$ cat config.mk
export PLATFORM = sky130hd
export DESIGN_NAME = odt_timer
export DESIGN_NICKNAME = d
export VERILOG_FILES = /design/src/inc/odt_pkg.sv /design/src/rtl/odt_timer.sv
export VERILOG_INCLUDE_DIRS = /design/src /design/src/inc
export SDC_FILE = /design/constraint.sdc
export NUM_CORES = 1
export LEC_CHECK = 0
export BUFFER_PORTS_ARGS = -buffer_cell sky130_fd_sc_hd__buf_2
export CAP_MARGIN = 5
export CORE_MARGIN = 5
export CORE_UTILIZATION = 65
export DETAILED_ROUTE_END_ITERATION = 8
export GPL_TIMING_DRIVEN = 0
export PLACE_DENSITY_LB_ADDON = 0.25
export SYNTH_ARGS = -nofsm -noshare
export SYNTH_HDL_FRONTEND = slang
export SYNTH_SLANG_ARGS = --single-unit
$ cat constraint.sdc
create_clock -name ref_clk -period 15.45 [get_ports ref_clk]
set_clock_uncertainty 0.05 [all_clocks]
set_input_delay 0 -clock ref_clk [delete_from_list [all_inputs] [get_ports ref_clk]]
set_output_delay 0 -clock ref_clk [all_outputs]
set_load 0.05 [all_outputs]
$ cat src/inc/odt_defines.svh
// Timing and range constants for the on/off delay timer block
`ifndef ODT_DEFINES_SVH
`define ODT_DEFINES_SVH
`define ODT_CLK_HZ        25000000
`define ODT_TICK_MS       10
`define ODT_TICK_CYC      ((`ODT_CLK_HZ / 1000) * `ODT_TICK_MS)
`define ODT_PAR_S_MAX     16'h270f
`define ODT_PAR_HI_MAX    16'h0063
`define ODT_PAR_MINSEC    16'h003b
`define ODT_BASE60        32'h0000003c
`define ODT_REF_MS_MAX    17'h18696
`define ODT_REF_SM_MAX    17'h176f
`define ODT_TICKS_PER_S   32'h00000064
`define ODT_TICKS_PER_M   32'h00001770
`define ODT_TICKS_PER_H   32'h00057e40
`define ODT_MS_PER_TICK   17'h0000a
`endif

$ cat src/inc/odt_pkg.sv
// Types shared by the on/off delay timer block
package odt_pkg;
   typedef enum logic [1:0] {
      ODT_TB_S = 2'b00,
      ODT_TB_M = 2'b01,
      ODT_TB_H = 2'b10
   } odt_tb_e;
   typedef enum logic [1:0] {
      ODT_IDLE = 2'b00,
      ODT_RUN  = 2'b01,
      ODT_DONE = 2'b10
   } odt_state_e;
endpackage : odt_pkg

$ cat src/rtl/odt_timer.sv
// On-delay / off-delay timer with fixed or referenced preset
// Operation
// - On-delay: rising trigger starts elapsed count from zero.
// - On-delay: output rises when elapsed count reaches preset while trigger high.
// - On-delay: trigger falling before preset clears elapsed count.
// - On-delay: output low whenever trigger is low.
// - Fixed preset: seconds to 99:99 at 10 ms; minutes, hours to 99:59.
// - Referenced preset: ms up to 99990, seconds or minutes up to 5999.
// - Out-of-range referenced preset is clamped to nearest valid value.
// - Preset may come from another block's live value, timebase chosen separately.
// - Off-delay: output rises at once when trigger goes high.
// - Off-delay: falling trigger restarts elapsed count, output stays high.
// - Off-delay: output falls when elapsed count reaches preset.
// - Off-delay: new trigger pulse restarts count, postponing expiry.
// - Off-delay: reset input clears elapsed count and output.
// - Retentive option keeps timer state instead of clearing it.
`timescale 1ns/100ps
`include "odt_defines.svh"
module odt_timer
   import odt_pkg::*;
#(
   parameter int TICK_CYC = `ODT_TICK_CYC
) (
   input  wire logic        ref_clk,
   input  wire logic        rst,
   input  wire logic        restart,
   input  wire logic        off_mode,
   input  wire logic        retentive,
   input  wire logic        trg,
   input  wire logic        tmr_reset,
   input  wire logic        use_ref,
   input  wire logic [1:0]  timebase,
   input  wire logic [15:0] par_hi,
   input  wire logic [15:0] par_lo,
   input  wire logic [31:0] ref_value,
   output logic             q,
   output logic [31:0]      elapsed_count,
   output logic             tick
);
   logic [31:0] tick_cnt_q;
   logic        trg_q;
   logic [31:0] elapsed_q;
   logic        q_q;
   logic        tick_q;
   odt_state_e  st_q;

   wire         tick_now = (tick_cnt_q == 32'(TICK_CYC - 1));
   wire         rise     = trg & ~trg_q;
   wire         fall     = ~trg & trg_q;
   // Module restart clears state unless retentive
   wire         clr_all  = restart & ~retentive;

   // Fixed preset: hi:lo, seconds field is hundredths, others are minutes/seconds
   wire [7:0]   hi_c     = (par_hi > `ODT_PAR_HI_MAX) ? 8'(`ODT_PAR_HI_MAX) : par_hi[7:0];
   wire [7:0]   lo_s     = (par_lo > `ODT_PAR_HI_MAX) ? 8'(`ODT_PAR_HI_MAX) : par_lo[7:0];
   wire [7:0]   lo_m     = (par_lo > `ODT_PAR_MINSEC) ? 8'(`ODT_PAR_MINSEC) : par_lo[7:0];
   wire [31:0]  fix_s    = 32'(hi_c) * `ODT_TICKS_PER_S + 32'(lo_s);
   wire [31:0]  fix_m    = (32'(hi_c) * `ODT_BASE60 + 32'(lo_m)) * `ODT_TICKS_PER_S;
   wire [31:0]  fix_h    = (32'(hi_c) * `ODT_BASE60 + 32'(lo_m)) * `ODT_TICKS_PER_M;

   // Referenced preset clamped, negatives to zero
   wire         ref_neg  = ref_value[31];
   wire [31:0]  ref_ms   = ref_neg ? 32'h0 :
                           (ref_value > 32'(`ODT_REF_MS_MAX)) ? 32'(`ODT_REF_MS_MAX) :
                           ref_value;
   wire [31:0]  ref_sm   = ref_neg ? 32'h0 :
                           (ref_value > 32'(`ODT_REF_SM_MAX)) ? 32'(`ODT_REF_SM_MAX) :
                           ref_value;
   wire [31:0]  ref_tk   = (timebase == ODT_TB_S) ? ref_ms / 32'(`ODT_MS_PER_TICK) :
                           (timebase == ODT_TB_M) ? ref_sm * `ODT_TICKS_PER_S :
                           ref_sm * `ODT_TICKS_PER_M;
   wire [31:0]  fix_tk   = (timebase == ODT_TB_S) ? fix_s :
                           (timebase == ODT_TB_M) ? fix_m : fix_h;
   wire [31:0]  preset   = use_ref ? ref_tk : fix_tk;
   wire         reached  = (elapsed_q >= preset);

   // Next-state of the elapsed counter and output
   logic [31:0] elapsed_d;
   logic        q_d;
   odt_state_e  st_d;
   always_comb begin
      elapsed_d = elapsed_q;
      q_d       = q_q;
      st_d      = st_q;
      if (!off_mode) begin
         case (st_q)
            ODT_IDLE: begin
               q_d = 1'b0;
               if (rise) begin
                  elapsed_d = 32'h0;
                  st_d      = ODT_RUN;
               end
            end
            ODT_RUN: begin
               if (!trg) begin
                  elapsed_d = 32'h0;
                  st_d      = ODT_IDLE;
               end else if (reached) begin
                  q_d  = 1'b1;
                  st_d = ODT_DONE;
               end else if (tick_now) begin
                  elapsed_d = elapsed_q + 32'h1;
               end
            end
            ODT_DONE: begin
               if (!trg) begin
                  q_d  = 1'b0;
                  st_d = ODT_IDLE;
               end
            end
            default: st_d = ODT_IDLE;
         endcase
         if (!trg) q_d = 1'b0;
      end else begin
         case (st_q)
            ODT_IDLE: begin
               if (trg) begin
                  q_d  = 1'b1;
                  st_d = ODT_DONE;
               end
            end
            ODT_DONE: begin
               q_d = 1'b1;
               if (fall) begin
                  elapsed_d = 32'h0;
                  st_d      = ODT_RUN;
               end
            end
            ODT_RUN: begin
               // Output held high for the whole run, even if entered after a mode change
               q_d = 1'b1;
               if (trg) begin
                  elapsed_d = 32'h0;
                  st_d      = ODT_DONE;
               end else if (reached) begin
                  q_d  = 1'b0;
                  st_d = ODT_IDLE;
               end else if (tick_now) begin
                  elapsed_d = elapsed_q + 32'h1;
               end
            end
            default: st_d = ODT_IDLE;
         endcase
         if (tmr_reset) begin
            elapsed_d = 32'h0;
            q_d       = 1'b0;
            st_d      = ODT_IDLE;
         end
      end
      if (clr_all) begin
         elapsed_d = 32'h0;
         q_d       = 1'b0;
         st_d      = ODT_IDLE;
      end
   end

   // Prescaler free-runs: the first interval after a trigger may be up to one tick short
   always_ff @(posedge ref_clk) begin
      if (rst) begin
         tick_cnt_q <= 32'h0;
         tick_q     <= 1'b0;
      end else begin
         tick_cnt_q <= tick_now ? 32'h0 : tick_cnt_q + 32'h1;
         tick_q     <= tick_now;
      end
   end

   // Trigger history survives a module restart so a retained timer sees no false edge
   always_ff @(posedge ref_clk) begin
      if (rst) begin
         trg_q     <= 1'b0;
         elapsed_q <= 32'h0;
         q_q       <= 1'b0;
         st_q      <= ODT_IDLE;
      end else begin
         trg_q     <= trg;
         elapsed_q <= elapsed_d;
         q_q       <= q_d;
         st_q      <= st_d;
      end
   end

   assign q             = q_q;
   assign elapsed_count = elapsed_q;
   assign tick          = tick_q;

   property p_on_low;
      @(posedge ref_clk) disable iff (rst) (!off_mode && !trg) |=> !q_q;
   endproperty
   a_on_low: assert property (p_on_low) else $error("on-delay output high with trigger low");

   property p_on_rise_clear;
      @(posedge ref_clk) disable iff (rst)
         (!off_mode && st_q == ODT_IDLE && rise && !clr_all) |=> (elapsed_q == 32'h0);
   endproperty
   a_on_rise_clear: assert property (p_on_rise_clear) else $error("count not zeroed on rise");

   property p_on_fire;
      @(posedge ref_clk) disable iff (rst)
         (!off_mode && st_q == ODT_RUN && trg && reached && !clr_all) |=> q_q;
   endproperty
   a_on_fire: assert property (p_on_fire) else $error("on-delay did not fire");

   property p_on_abort;
      @(posedge ref_clk) disable iff (rst)
         (!off_mode && st_q == ODT_RUN && !trg) |=> (elapsed_q == 32'h0 && !q_q);
   endproperty
   a_on_abort: assert property (p_on_abort) else $error("count kept after early fall");

   property p_off_set;
      @(posedge ref_clk) disable iff (rst)
         (off_mode && trg && !tmr_reset && !clr_all) |=> q_q;
   endproperty
   a_off_set: assert property (p_off_set) else $error("off-delay not set at once");

   property p_off_fall;
      @(posedge ref_clk) disable iff (rst)
         (off_mode && st_q == ODT_DONE && fall && !tmr_reset && !clr_all)
         |=> (q_q && elapsed_q == 32'h0);
   endproperty
   a_off_fall: assert property (p_off_fall) else $error("off-delay fall not restarted");

   property p_off_expire;
      @(posedge ref_clk) disable iff (rst)
         (off_mode && st_q == ODT_RUN && !trg && reached && !tmr_reset) |=> !q_q;
   endproperty
   a_off_expire: assert property (p_off_expire) else $error("off-delay did not expire");

   property p_off_reset;
      @(posedge ref_clk) disable iff (rst)
         (off_mode && tmr_reset) |=> (!q_q && elapsed_q == 32'h0);
   endproperty
   a_off_reset: assert property (p_off_reset) else $error("reset input ignored");

   property p_restart;
      @(posedge ref_clk) disable iff (rst)
         clr_all |=> (!q_q && elapsed_q == 32'h0);
   endproperty
   a_restart: assert property (p_restart) else $error("restart did not clear");

   property p_retain;
      @(posedge ref_clk) disable iff (rst)
         (restart && retentive && !trg && !tmr_reset && st_q == ODT_DONE && off_mode) |=> q_q;
   endproperty
   a_retain: assert property (p_retain) else $error("retentive state lost");

   property p_tick;
      @(posedge ref_clk) disable iff (rst) tick_q |=> !tick_q;
   endproperty
   a_tick: assert property (p_tick) else $error("tick wider than one cycle");

   property p_off_retrig;
      @(posedge ref_clk) disable iff (rst)
         (off_mode && st_q == ODT_RUN && trg && !tmr_reset && !clr_all)
         |=> (q_q && elapsed_q == 32'h0);
   endproperty
   a_off_retrig: assert property (p_off_retrig) else $error("retrigger did not restart");

   property p_off_hold;
      @(posedge ref_clk) disable iff (rst)
         (off_mode && st_q == ODT_RUN && !trg && !reached && !tmr_reset && !clr_all) |=> q_q;
   endproperty
   a_off_hold: assert property (p_off_hold) else $error("off-delay dropped early");

   // An out-of-range source must never push the millisecond preset past its limit of 99990
   property p_ref_clamp;
      @(posedge ref_clk) disable iff (rst)
         (!ref_neg && ref_value > 32'(`ODT_REF_MS_MAX)) |-> (ref_ms == 32'(`ODT_REF_MS_MAX));
   endproperty
   a_ref_clamp: assert property (p_ref_clamp) else $error("referenced preset not clamped");

   property p_ref_floor;
      @(posedge ref_clk) disable iff (rst) ref_neg |-> (ref_ms == 32'h0 && ref_sm == 32'h0);
   endproperty
   a_ref_floor: assert property (p_ref_floor) else $error("negative preset not floored");

   property p_fix_clamp;
      @(posedge ref_clk) disable iff (rst)
         (par_lo > `ODT_PAR_HI_MAX)
         |-> (lo_s == 8'(`ODT_PAR_HI_MAX) && lo_m == 8'(`ODT_PAR_MINSEC));
   endproperty
   a_fix_clamp: assert property (p_fix_clamp) else $error("fixed preset field not clamped");

   // Count may only clear or step by one on a tick
   property p_count_step;
      @(posedge ref_clk) disable iff (rst)
         (elapsed_d != elapsed_q)
         |-> (elapsed_d == 32'h0 || (tick_now && elapsed_d == elapsed_q + 32'h1));
   endproperty
   a_count_step: assert property (p_count_step) else $error("elapsed count jumped");

   property p_rst_clear;
      @(posedge ref_clk) rst |=> (!q_q && elapsed_q == 32'h0 && !tick_q);
   endproperty
   a_rst_clear: assert property (p_rst_clear) else $error("reset did not clear");

   // Main scenarios to be reached by the bench

   c_on_fire:  cover property (@(posedge ref_clk) !off_mode && $rose(q_q));
   c_off_exp:  cover property (@(posedge ref_clk) off_mode && $fell(q_q) && !tmr_reset);
   c_retrig:   cover property (@(posedge ref_clk) off_mode && st_q == ODT_RUN && trg);
   c_ref_clmp: cover property (@(posedge ref_clk) use_ref && ref_value > 32'(`ODT_REF_MS_MAX));
   c_on_abrt:  cover property (@(posedge ref_clk) !off_mode && st_q == ODT_RUN && !trg);
endmodule : odt_timer

==> impl_metrics.py, run 1 <==
metrics = {
    "clocking": {
        "cts.sink_count": 69,
        "h-tree-depth": 3,
        "cts-root-buf": "clkbuf_16",
        "numCtsBuffers": 9,
        "clockBufferDepth": 2,
        "post_cts_buffers": 0,
        "insertion_delay_ps": 330,
        "clkTransAtPathRegs_ps": 60,
        "tritoncts": "yes",
    },
    "worst_hold_path": {
        "hold_class": "in -> reg",
    },
    "global_route": {
        "overflow": 0,
        "grtUsageTotal_pct": 29.78,
        "grt_max_degree": 15,
        "antenna_found_initial": 0,
        "grt_pass1_wl_um": 85010,
        "grt_pass1_vias": 18200,
    },
    "route": {
        "drtIter0Drc": 1019,
        "firstDrtPassIters": 5,
        "drt-total-wl_um": 50720,
        "ant_nets": 0,
        "drc": 0,
        "vias_per_cell": 5.813,
        "wl_per_cell_um": 16.47,
        "dr_total_vias": 17900,
    },
    "status": {
        "outcome": "completed",
    },
    "pwr": {
        "irDropWorstVdd_mv": 0.1321,
        "power_frac_comb_pct": 84.4,
        "seqPwrFrac_pct": 7.2,
        "p_clk_share_pct": 8.4,
        "internal_power_mw": 1.212,
        "power.switching_mw": 1.313,
        "p_leak_nw": 11.25,
        "swShare_pct": 51.99,
        "cellPowerDensity_nw_per_um2": 116.1,
    },
    "synthesis": {
        "synthArstFlopShare_pct": 0,
        "synth_edf_count": 0,
        "synth_ff_type": "dfxtp_1",
        "synth-seq-cells": 69,
        "seq_area_frac_synth_pct": 6.894,
        "yosysWarnings": 0,
        "synth_cells": 2462,
        "avgSynthCellArea_um2": 8.139,
        "synthDistinctLibCells": 101,
        "synth_area_um2": 20040,
    },
    "finish": {
        "area_growth_pct": 8.517,
        "antenna_cells": 0,
        "fin_nets": 3299,
        "drive_gt1_share_pct": 7.231,
        "final_util_pct": 71.27,
    },
    "timing": {
        "setup_viol": 0,
        "tightest_slew_ps": 991.5,
        "timing.fmax_mhz": 77.33,
        "final.period_utilization_pct": 83.70,
        "slew_headroom_pct": 33.42,
        "slew_violations": 0,
        "period_needed_ps": 12930,
        "setup_ws_ps": 2519,
        "hold_violations": 0,
        "setup_tns_ps": 0,
        "rsz0062_at_grt": "no",
    },
    "worst_setup_path": {
        "cp_data_arrival_time_ps": 13150,
        "critPathLaunchType": "primary input",
        "crit_path_max_fanout": 10,
        "cp.required_ps": 15670,
        "cp_slowest_cell": "xnor2_1",
        "cp_common_cell": "o21ai_0",
        "endpoint_kind": "flop",
        "criticalPathCategory": "in -> reg",
        "critical-path-max-stage-delay_ps": 810,
    },
    "place": {
        "gp_congestion": 0.9563,
        "place_ws_ps": 2319,
        "dpl.hpwl_um": 43340,
        "portBuffers": 102,
    },
    "job": {
        "drv_cap": 0,
    },
    "floorplanning": {
        "die_area_um2": 34440,
        "initial_core_util_pct": 65.68,
        "io_pins": 108,
        "die_w_um": 185.6,
        "coreArea_um2": 30510,
        "fp-row-count": 64,
        "fp.dieH_um": 185.6,
    },
}
-- metrics by stage --
stage	total power, mW	cells	area (um^2)	hold slack [ps]
global route	2.794	3079	21740	45.57
CTS	2.438	3079	21740	4.500
floorplan	1.773	2564	20420	21.61
finish	2.525	3079	21740	15.12
detailed placement	2.211	3062	21430	185.1
global placement	2.168	3062	21430	180.3
-- area by class of cell --
type                    instances  area, um^2
plain buffers                  60       256.5
clock buffers                   9       225.2
clock inverters                 7       82.58
fillers                      2456        8765
inverters                     536        2012
multi-input cells            1899       16770
flip-flops and latches         69        1381
well taps                     396       495.5
repair buffers                103       520.5
-- cells in the final DEF (no fill, tap or decap), types with 8 or more instances in the layout --
cell	instances
o21a_1	20
clkbuf_16	9
nand4_1	23
and3_1	22
nor3_1	48
xnor2_1	90
o22ai_1	15
o21ai_0	107
nor2b_1	24
clkbuf_1	48
inv_1	536
dfxtp_1	69
nor4_1	18
or4_1	8
o21bai_1	20
fa_1	222
nor2_1	129
a221oi_1	8
ha_1	325
a211oi_1	16
and2_1	12
nand2b_1	31
a21oi_1	135
or3_1	29
conb_1	104
a21o_1	52
a21boi_0	16
nand2_1	118
a31oi_1	18
buf_2	106
a31o_2	10
xor2_1	49
nand3_1	45
o21ai_1	9
or2_2	17
o211ai_1	19
-- registers in the layout, summed over array words and instances (netlist names) --
name	count
elapsed_count	32
q	1
st_q	2
tick	1
tick_cnt_q	32
trg_q	1
-- Yosys cell counts (4+ instances only) --
master,instances,area (um^2)
nand2b_1,31,193.9
o211ai_1,19,142.6
or3_1,29,181.4
o22ai_1,15,93.84
xnor2_1,90,788.3
nand2_1,118,442.9
a22oi_1,5,37.54
nor3_1,48,240.2
fa_1,222,4444
xor2_1,49,429.2
a21boi_0,16,120.1
a311oi_1,6,52.55
and3_1,22,137.6
nor4b_1,4,35.03
or2_2,17,106.4
nand4_1,23,143.9
o21ai_0,107,535.5
nor2_1,129,484.2
a31oi_1,18,112.6
o221ai_1,5,43.79
a221oi_1,8,70.07
or4_1,8,60.06
buf_2,4,20.02
a21oi_1,135,675.7
o21ai_1,9,45.04
nor4_1,18,112.6
ha_1,325,4066
a211oi_1,16,120.1
a31o_2,10,87.58
nand3_1,45,225.2
dfxtp_1,69,1381
o41ai_1,5,43.79
o2111ai_1,6,52.55
o21a_1,20,150.1
a21o_1,52,390.4
o31ai_1,6,45.04
a2111oi_0,4,35.03
inv_1,536,2012
o21bai_1,20,150.1
o32ai_1,4,35.03
mux2i_1,6,60.06
nor2b_1,24,150.1
clkbuf_1,48,180.2
and2_1,12,75.07
-- worst max-delay path: cells and delay by family --
kind / cells / cell delay (ps)
compound gates: 23 / 4580
xor+xnor: 2 / 940
mux: 1 / 340
fa+ha+maj: 10 / 4450
buf+inv: 8 / 870
simple gates: 8 / 1950
-- worst paths after layout --
| check | to | slack [ps] | startpoint | cells after the start |
|---|---|---|---|---|
| worst min-delay path | trg_q | 20 | trg | 2 |
| worst max-delay path | elapsed_count[24] | 2520 | par_hi[13] | 52 |
| worst min register to register | tick_cnt_q[0] | 390 | tick_cnt_q[0] | 1 |
| worst max register to register | elapsed_count[24] | 10080 | elapsed_count[0] | 22 |
-- logic make-up after synthesis --
logic type | after synthesis | share of synthesized area, %
AO/OA/AOI/OAI | 545 | 18.36
XOR/XNOR | 139 | 6.076
adder cells (fa/ha/maj) | 548 | 42.52
buffers and inverters | 596 | 11.32
flip-flops | 69 | 6.894
multiplexers | 10 | 0.6931
other | 2 | 0.03748
AND/OR/NAND/NOR | 553 | 14.10
-- power by group through the flow --
stage	clock network (mW)	logic [mW]	registers, mW
2_1_floorplan	0	1.59	0.186
3_3_place_gp	0	1.98	0.185
3_5_place_dp	0	2.03	0.185
4_1_cts	0.212	2.04	0.181
5_1_grt	0.222	2.39	0.181
6_report	0.211	2.13	0.181
-- layer usage --
layer | vias up | share of wire (%) | global-route usage [%]
li1 | 8607 | - | -
met4 | 0 | 3.0 | 8.569
met2 | 567 | 49 | 53.33
met3 | 115 | 7.0 | 4.808
met5 | - | 0 | 0
met1 | 8610 | 41 | 37.17
-- what timing repair did --
item,in CTS,in global routing
setup endpoints to repair,0,0
hold buffers,1,0
gates resized for setup,0,0
hold endpoints to repair,3,0
No activity file was read; power rests on OpenSTA's default activity.
==> run 2, diff against run 1 <==
--- a/config.mk
+++ b/config.mk
@@ -6,6 +6,7 @@
 export SDC_FILE = /design/constraint.sdc
 export NUM_CORES = 1
 export LEC_CHECK = 0
+export ABC_AREA = 1
 export BUFFER_PORTS_ARGS = -buffer_cell sky130_fd_sc_hd__buf_2
 export CAP_MARGIN = 5
 export CORE_MARGIN = 5
==> constraint.sdc (replaced) <==
create_clock -name ref_clk -period 12.3 [get_ports ref_clk]
set_clock_uncertainty 0.05 [all_clocks]
set_input_delay 0 -clock ref_clk [delete_from_list [all_inputs] [get_ports ref_clk]]
set_output_delay 0 -clock ref_clk [all_outputs]
set_load 0.05 [all_outputs]
==> run 2 against run 1 <==
- the run now ends with setup timing left
- sequential cell count did not move
- global-route usage rose by 0.63 points
- cell count rose by 12%
==> impl_metrics.py, run 2 <==
metrics = {
    "worst_setup_path": {
        "endpoint_kind": "flop",
        "crit_path_max_fanout": 5,
        "criticalPathCategory": "in -> reg",
        "cp_slowest_cell": "fa_1",
        "cp.required_ps": 12490,
        "critical-path-max-stage-delay_ps": 610,
        "critPathLaunchType": "primary input",
        "cp_data_arrival_time_ps": 12670,
    },
    "timing": {
        "setup_ws_ps": -177.3,
        "slew_headroom_pct": 24.78,
        "timing.fmax_mhz": 80.15,
        "hold_violations": 0,
        "setup_viol": 4,
        "tightest_slew_ps": 1128,
        "final.period_utilization_pct": 101.4,
        "setup_tns_ps": -488.1,
        "hold-worst-slack_ps": 25.27,
        "period_needed_ps": 12480,
        "slew_violations": 0,
        "rsz0062_at_grt": "yes",
    },
    "finish": {
        "area_growth_pct": 13.30,
        "fin_nets": 3674,
        "final_util_pct": 74.31,
        "drive_gt1_share_pct": 11.90,
        "antenna_cells": 0,
        "final_cell_mix": "704 x inv_1, 355 x nand2_1, 318 x ha_1",
        "fillers": 2333,
        "mostFrequentLayoutCell": "inv_1",
    },
    "synthesis": {
        "synth_most_common_cell": "inv_1",
        "synth_top_area_share_pct": 22.27,
        "yosysWarnings": 0,
        "synth_edf_count": 0,
        "synthDistinctLibCells": 66,
        "synthArstFlopShare_pct": 0,
        "synth_cells": 2788,
        "synth-seq-cells": 69,
        "synth_area_um2": 19960,
        "synth.area.top_cells": "fa_1 22%, ha_1 20%, inv_1 14%",
        "avgSynthCellArea_um2": 7.158,
        "synth_ff_type": "dfxtp_1",
        "synth_top_area_cell": "fa_1",
        "seq_area_frac_synth_pct": 6.922,
        "synth.top_cells.by_count": "722 x inv_1, 366 x nand2_1, 325 x ha_1",
    },
    "floorplanning": {
        "io_pins": 108,
        "fp.dieH_um": 185.2,
        "die_w_um": 185.2,
        "fp-row-count": 64,
        "coreArea_um2": 30430,
        "die_area_um2": 34310,
        "initial_core_util_pct": 65.58,
    },
    "route": {
        "drtIter0Drc": 1271,
        "drc": 0,
        "dr_total_vias": 19320,
        "vias_per_cell": 5.594,
        "drt-total-wl_um": 55360,
        "ant_nets": 0,
        "firstDrtPassIters": 8,
        "wl_per_cell_um": 16.03,
    },
    "place": {
        "dpl.hpwl_um": 43990,
        "portBuffers": 106,
        "gp_congestion": 0.9416,
        "place_ws_ps": -2087,
    },
    "global_route": {
        "antenna_found_initial": 0,
        "grt_max_degree": 15,
        "grtUsageTotal_pct": 30.42,
        "overflow": 0,
        "grt_pass1_wl_um": 86150,
        "grt_pass1_vias": 18980,
    },
    "clocking": {
        "numCtsBuffers": 9,
        "h-tree-depth": 3,
        "insertion_delay_ps": 350,
        "cts-root-buf": "clkbuf_16",
        "clockBufferDepth": 2,
        "clkTransAtPathRegs_ps": 60,
        "tritoncts": "yes",
        "cts.sink_count": 69,
    },
    "job": {
        "drv_cap": 0,
    },
    "pwr": {
        "cellPowerDensity_nw_per_um2": 168.7,
        "irDropWorstVdd_mv": 0.1868,
        "p_leak_nw": 12.30,
    },
    "status": {
        "outcome": "finished with violations",
        "violations": "setup timing",
    },
    "worst_hold_path": {
        "hold_class": "in -> reg",
    },
}
## run 2: cell count changes in the layout (fill, tap and decap cells not counted), sizes merged, moves of 18 or more
cell,change
a21o,-45
a21oi,+30
and3,-18
buf,+38
clkbuf,-23
inv,+205
nand2,+291
nand2b,-31
nand3,+95
nor2,+120
nor2b,-24
or3,-27
xnor2,-65
## run 2: routing by layer
layer	vias up	track usage [%]	wire, um
li1	9190	-	-
met1	9088	36.44	20880
met2	840	54.90	27170
met3	205	4.988	4581
met4	0	11.04	2722
met5	-	0	0
## run 2: worst max-delay path, delay by kind of cell
| family | cells | cell delay [ps] |
|---|---|---|
| AOI/OAI and AO/OA | 12 | 1850 |
| adders and majority gates | 10 | 4600 |
| buffers and inverters | 11 | 990 |
| and+or+nand+nor | 41 | 4900 |
| xor gates and xnor gates | 2 | 340 |
## run 2: stage by stage
stage | power (mW) | cells | instance area (um^2)
CTS | 3.477 | 3422 | 21980
finish | 3.815 | 3454 | 22610
global route | 4.241 | 3454 | 22610
floorplan | 2.589 | 2890 | 20340
global placement | 3.067 | 3392 | 21370
detailed placement | 3.185 | 3393 | 21380
## run 2: worst paths after layout
check	from	to	slack (ps)	cells after the start
worst max-delay path	par_hi[13]	elapsed_count[31]	-180	76
worst min-delay path	restart	elapsed_count[1]	30	4
worst max register to register	elapsed_count[0]	elapsed_count[31]	7110	36
worst min register to register	tick_cnt_q[0]	tick_cnt_q[0]	410	1
## run 2: power by group
group	internal, mW	switching (mW)	leakage, nW
registers	0.226	0.00177	0.557
logic	1.34	2.00	11.6
clock network	0.139	0.109	0.137
total	1.70	2.11	12.3
## run 2: cells by family (layout without fill, tap and decap cells)
| kind of cell | count (synthesis) | in the layout | synth area share, % |
|---|---|---|---|
| AND/OR/NAND/NOR | 913 | 913 | 20.53 |
| other | 2 | 104 | 0.03763 |
| flip-flops | 69 | 69 | 6.922 |
| buffers and inverters | 776 | 944 | 14.62 |
| AO/OA/AOI/OAI | 405 | 405 | 11.91 |
| adder cells (fa/ha/maj) | 547 | 547 | 42.65 |
| XOR/XNOR | 76 | 76 | 3.335 |
## run 2: layout make-up
type	instances	area (um^2)	area share, %
Sequential cell	69	1381	6.109
Buffer	27	102.6	0.4537
Multi-Input combinational cell	2045	16630	73.56
Clock inverter	7	56.30	0.2490
Timing Repair Buffer	152	890.9	3.940
Tap cell	396	495.5	2.191
Inverter	749	2828	12.51
Clock buffer	9	225.2	0.9960
## run 2: timing repair
action | CTS | global route
resized for setup | 50 | 82
pin swaps | 14 | 49
setup buffers | 11 | 32
setup endpoints to repair | 27 | 16
hold endpoints to repair | 2 | 0
hold buffers | 2 | 0
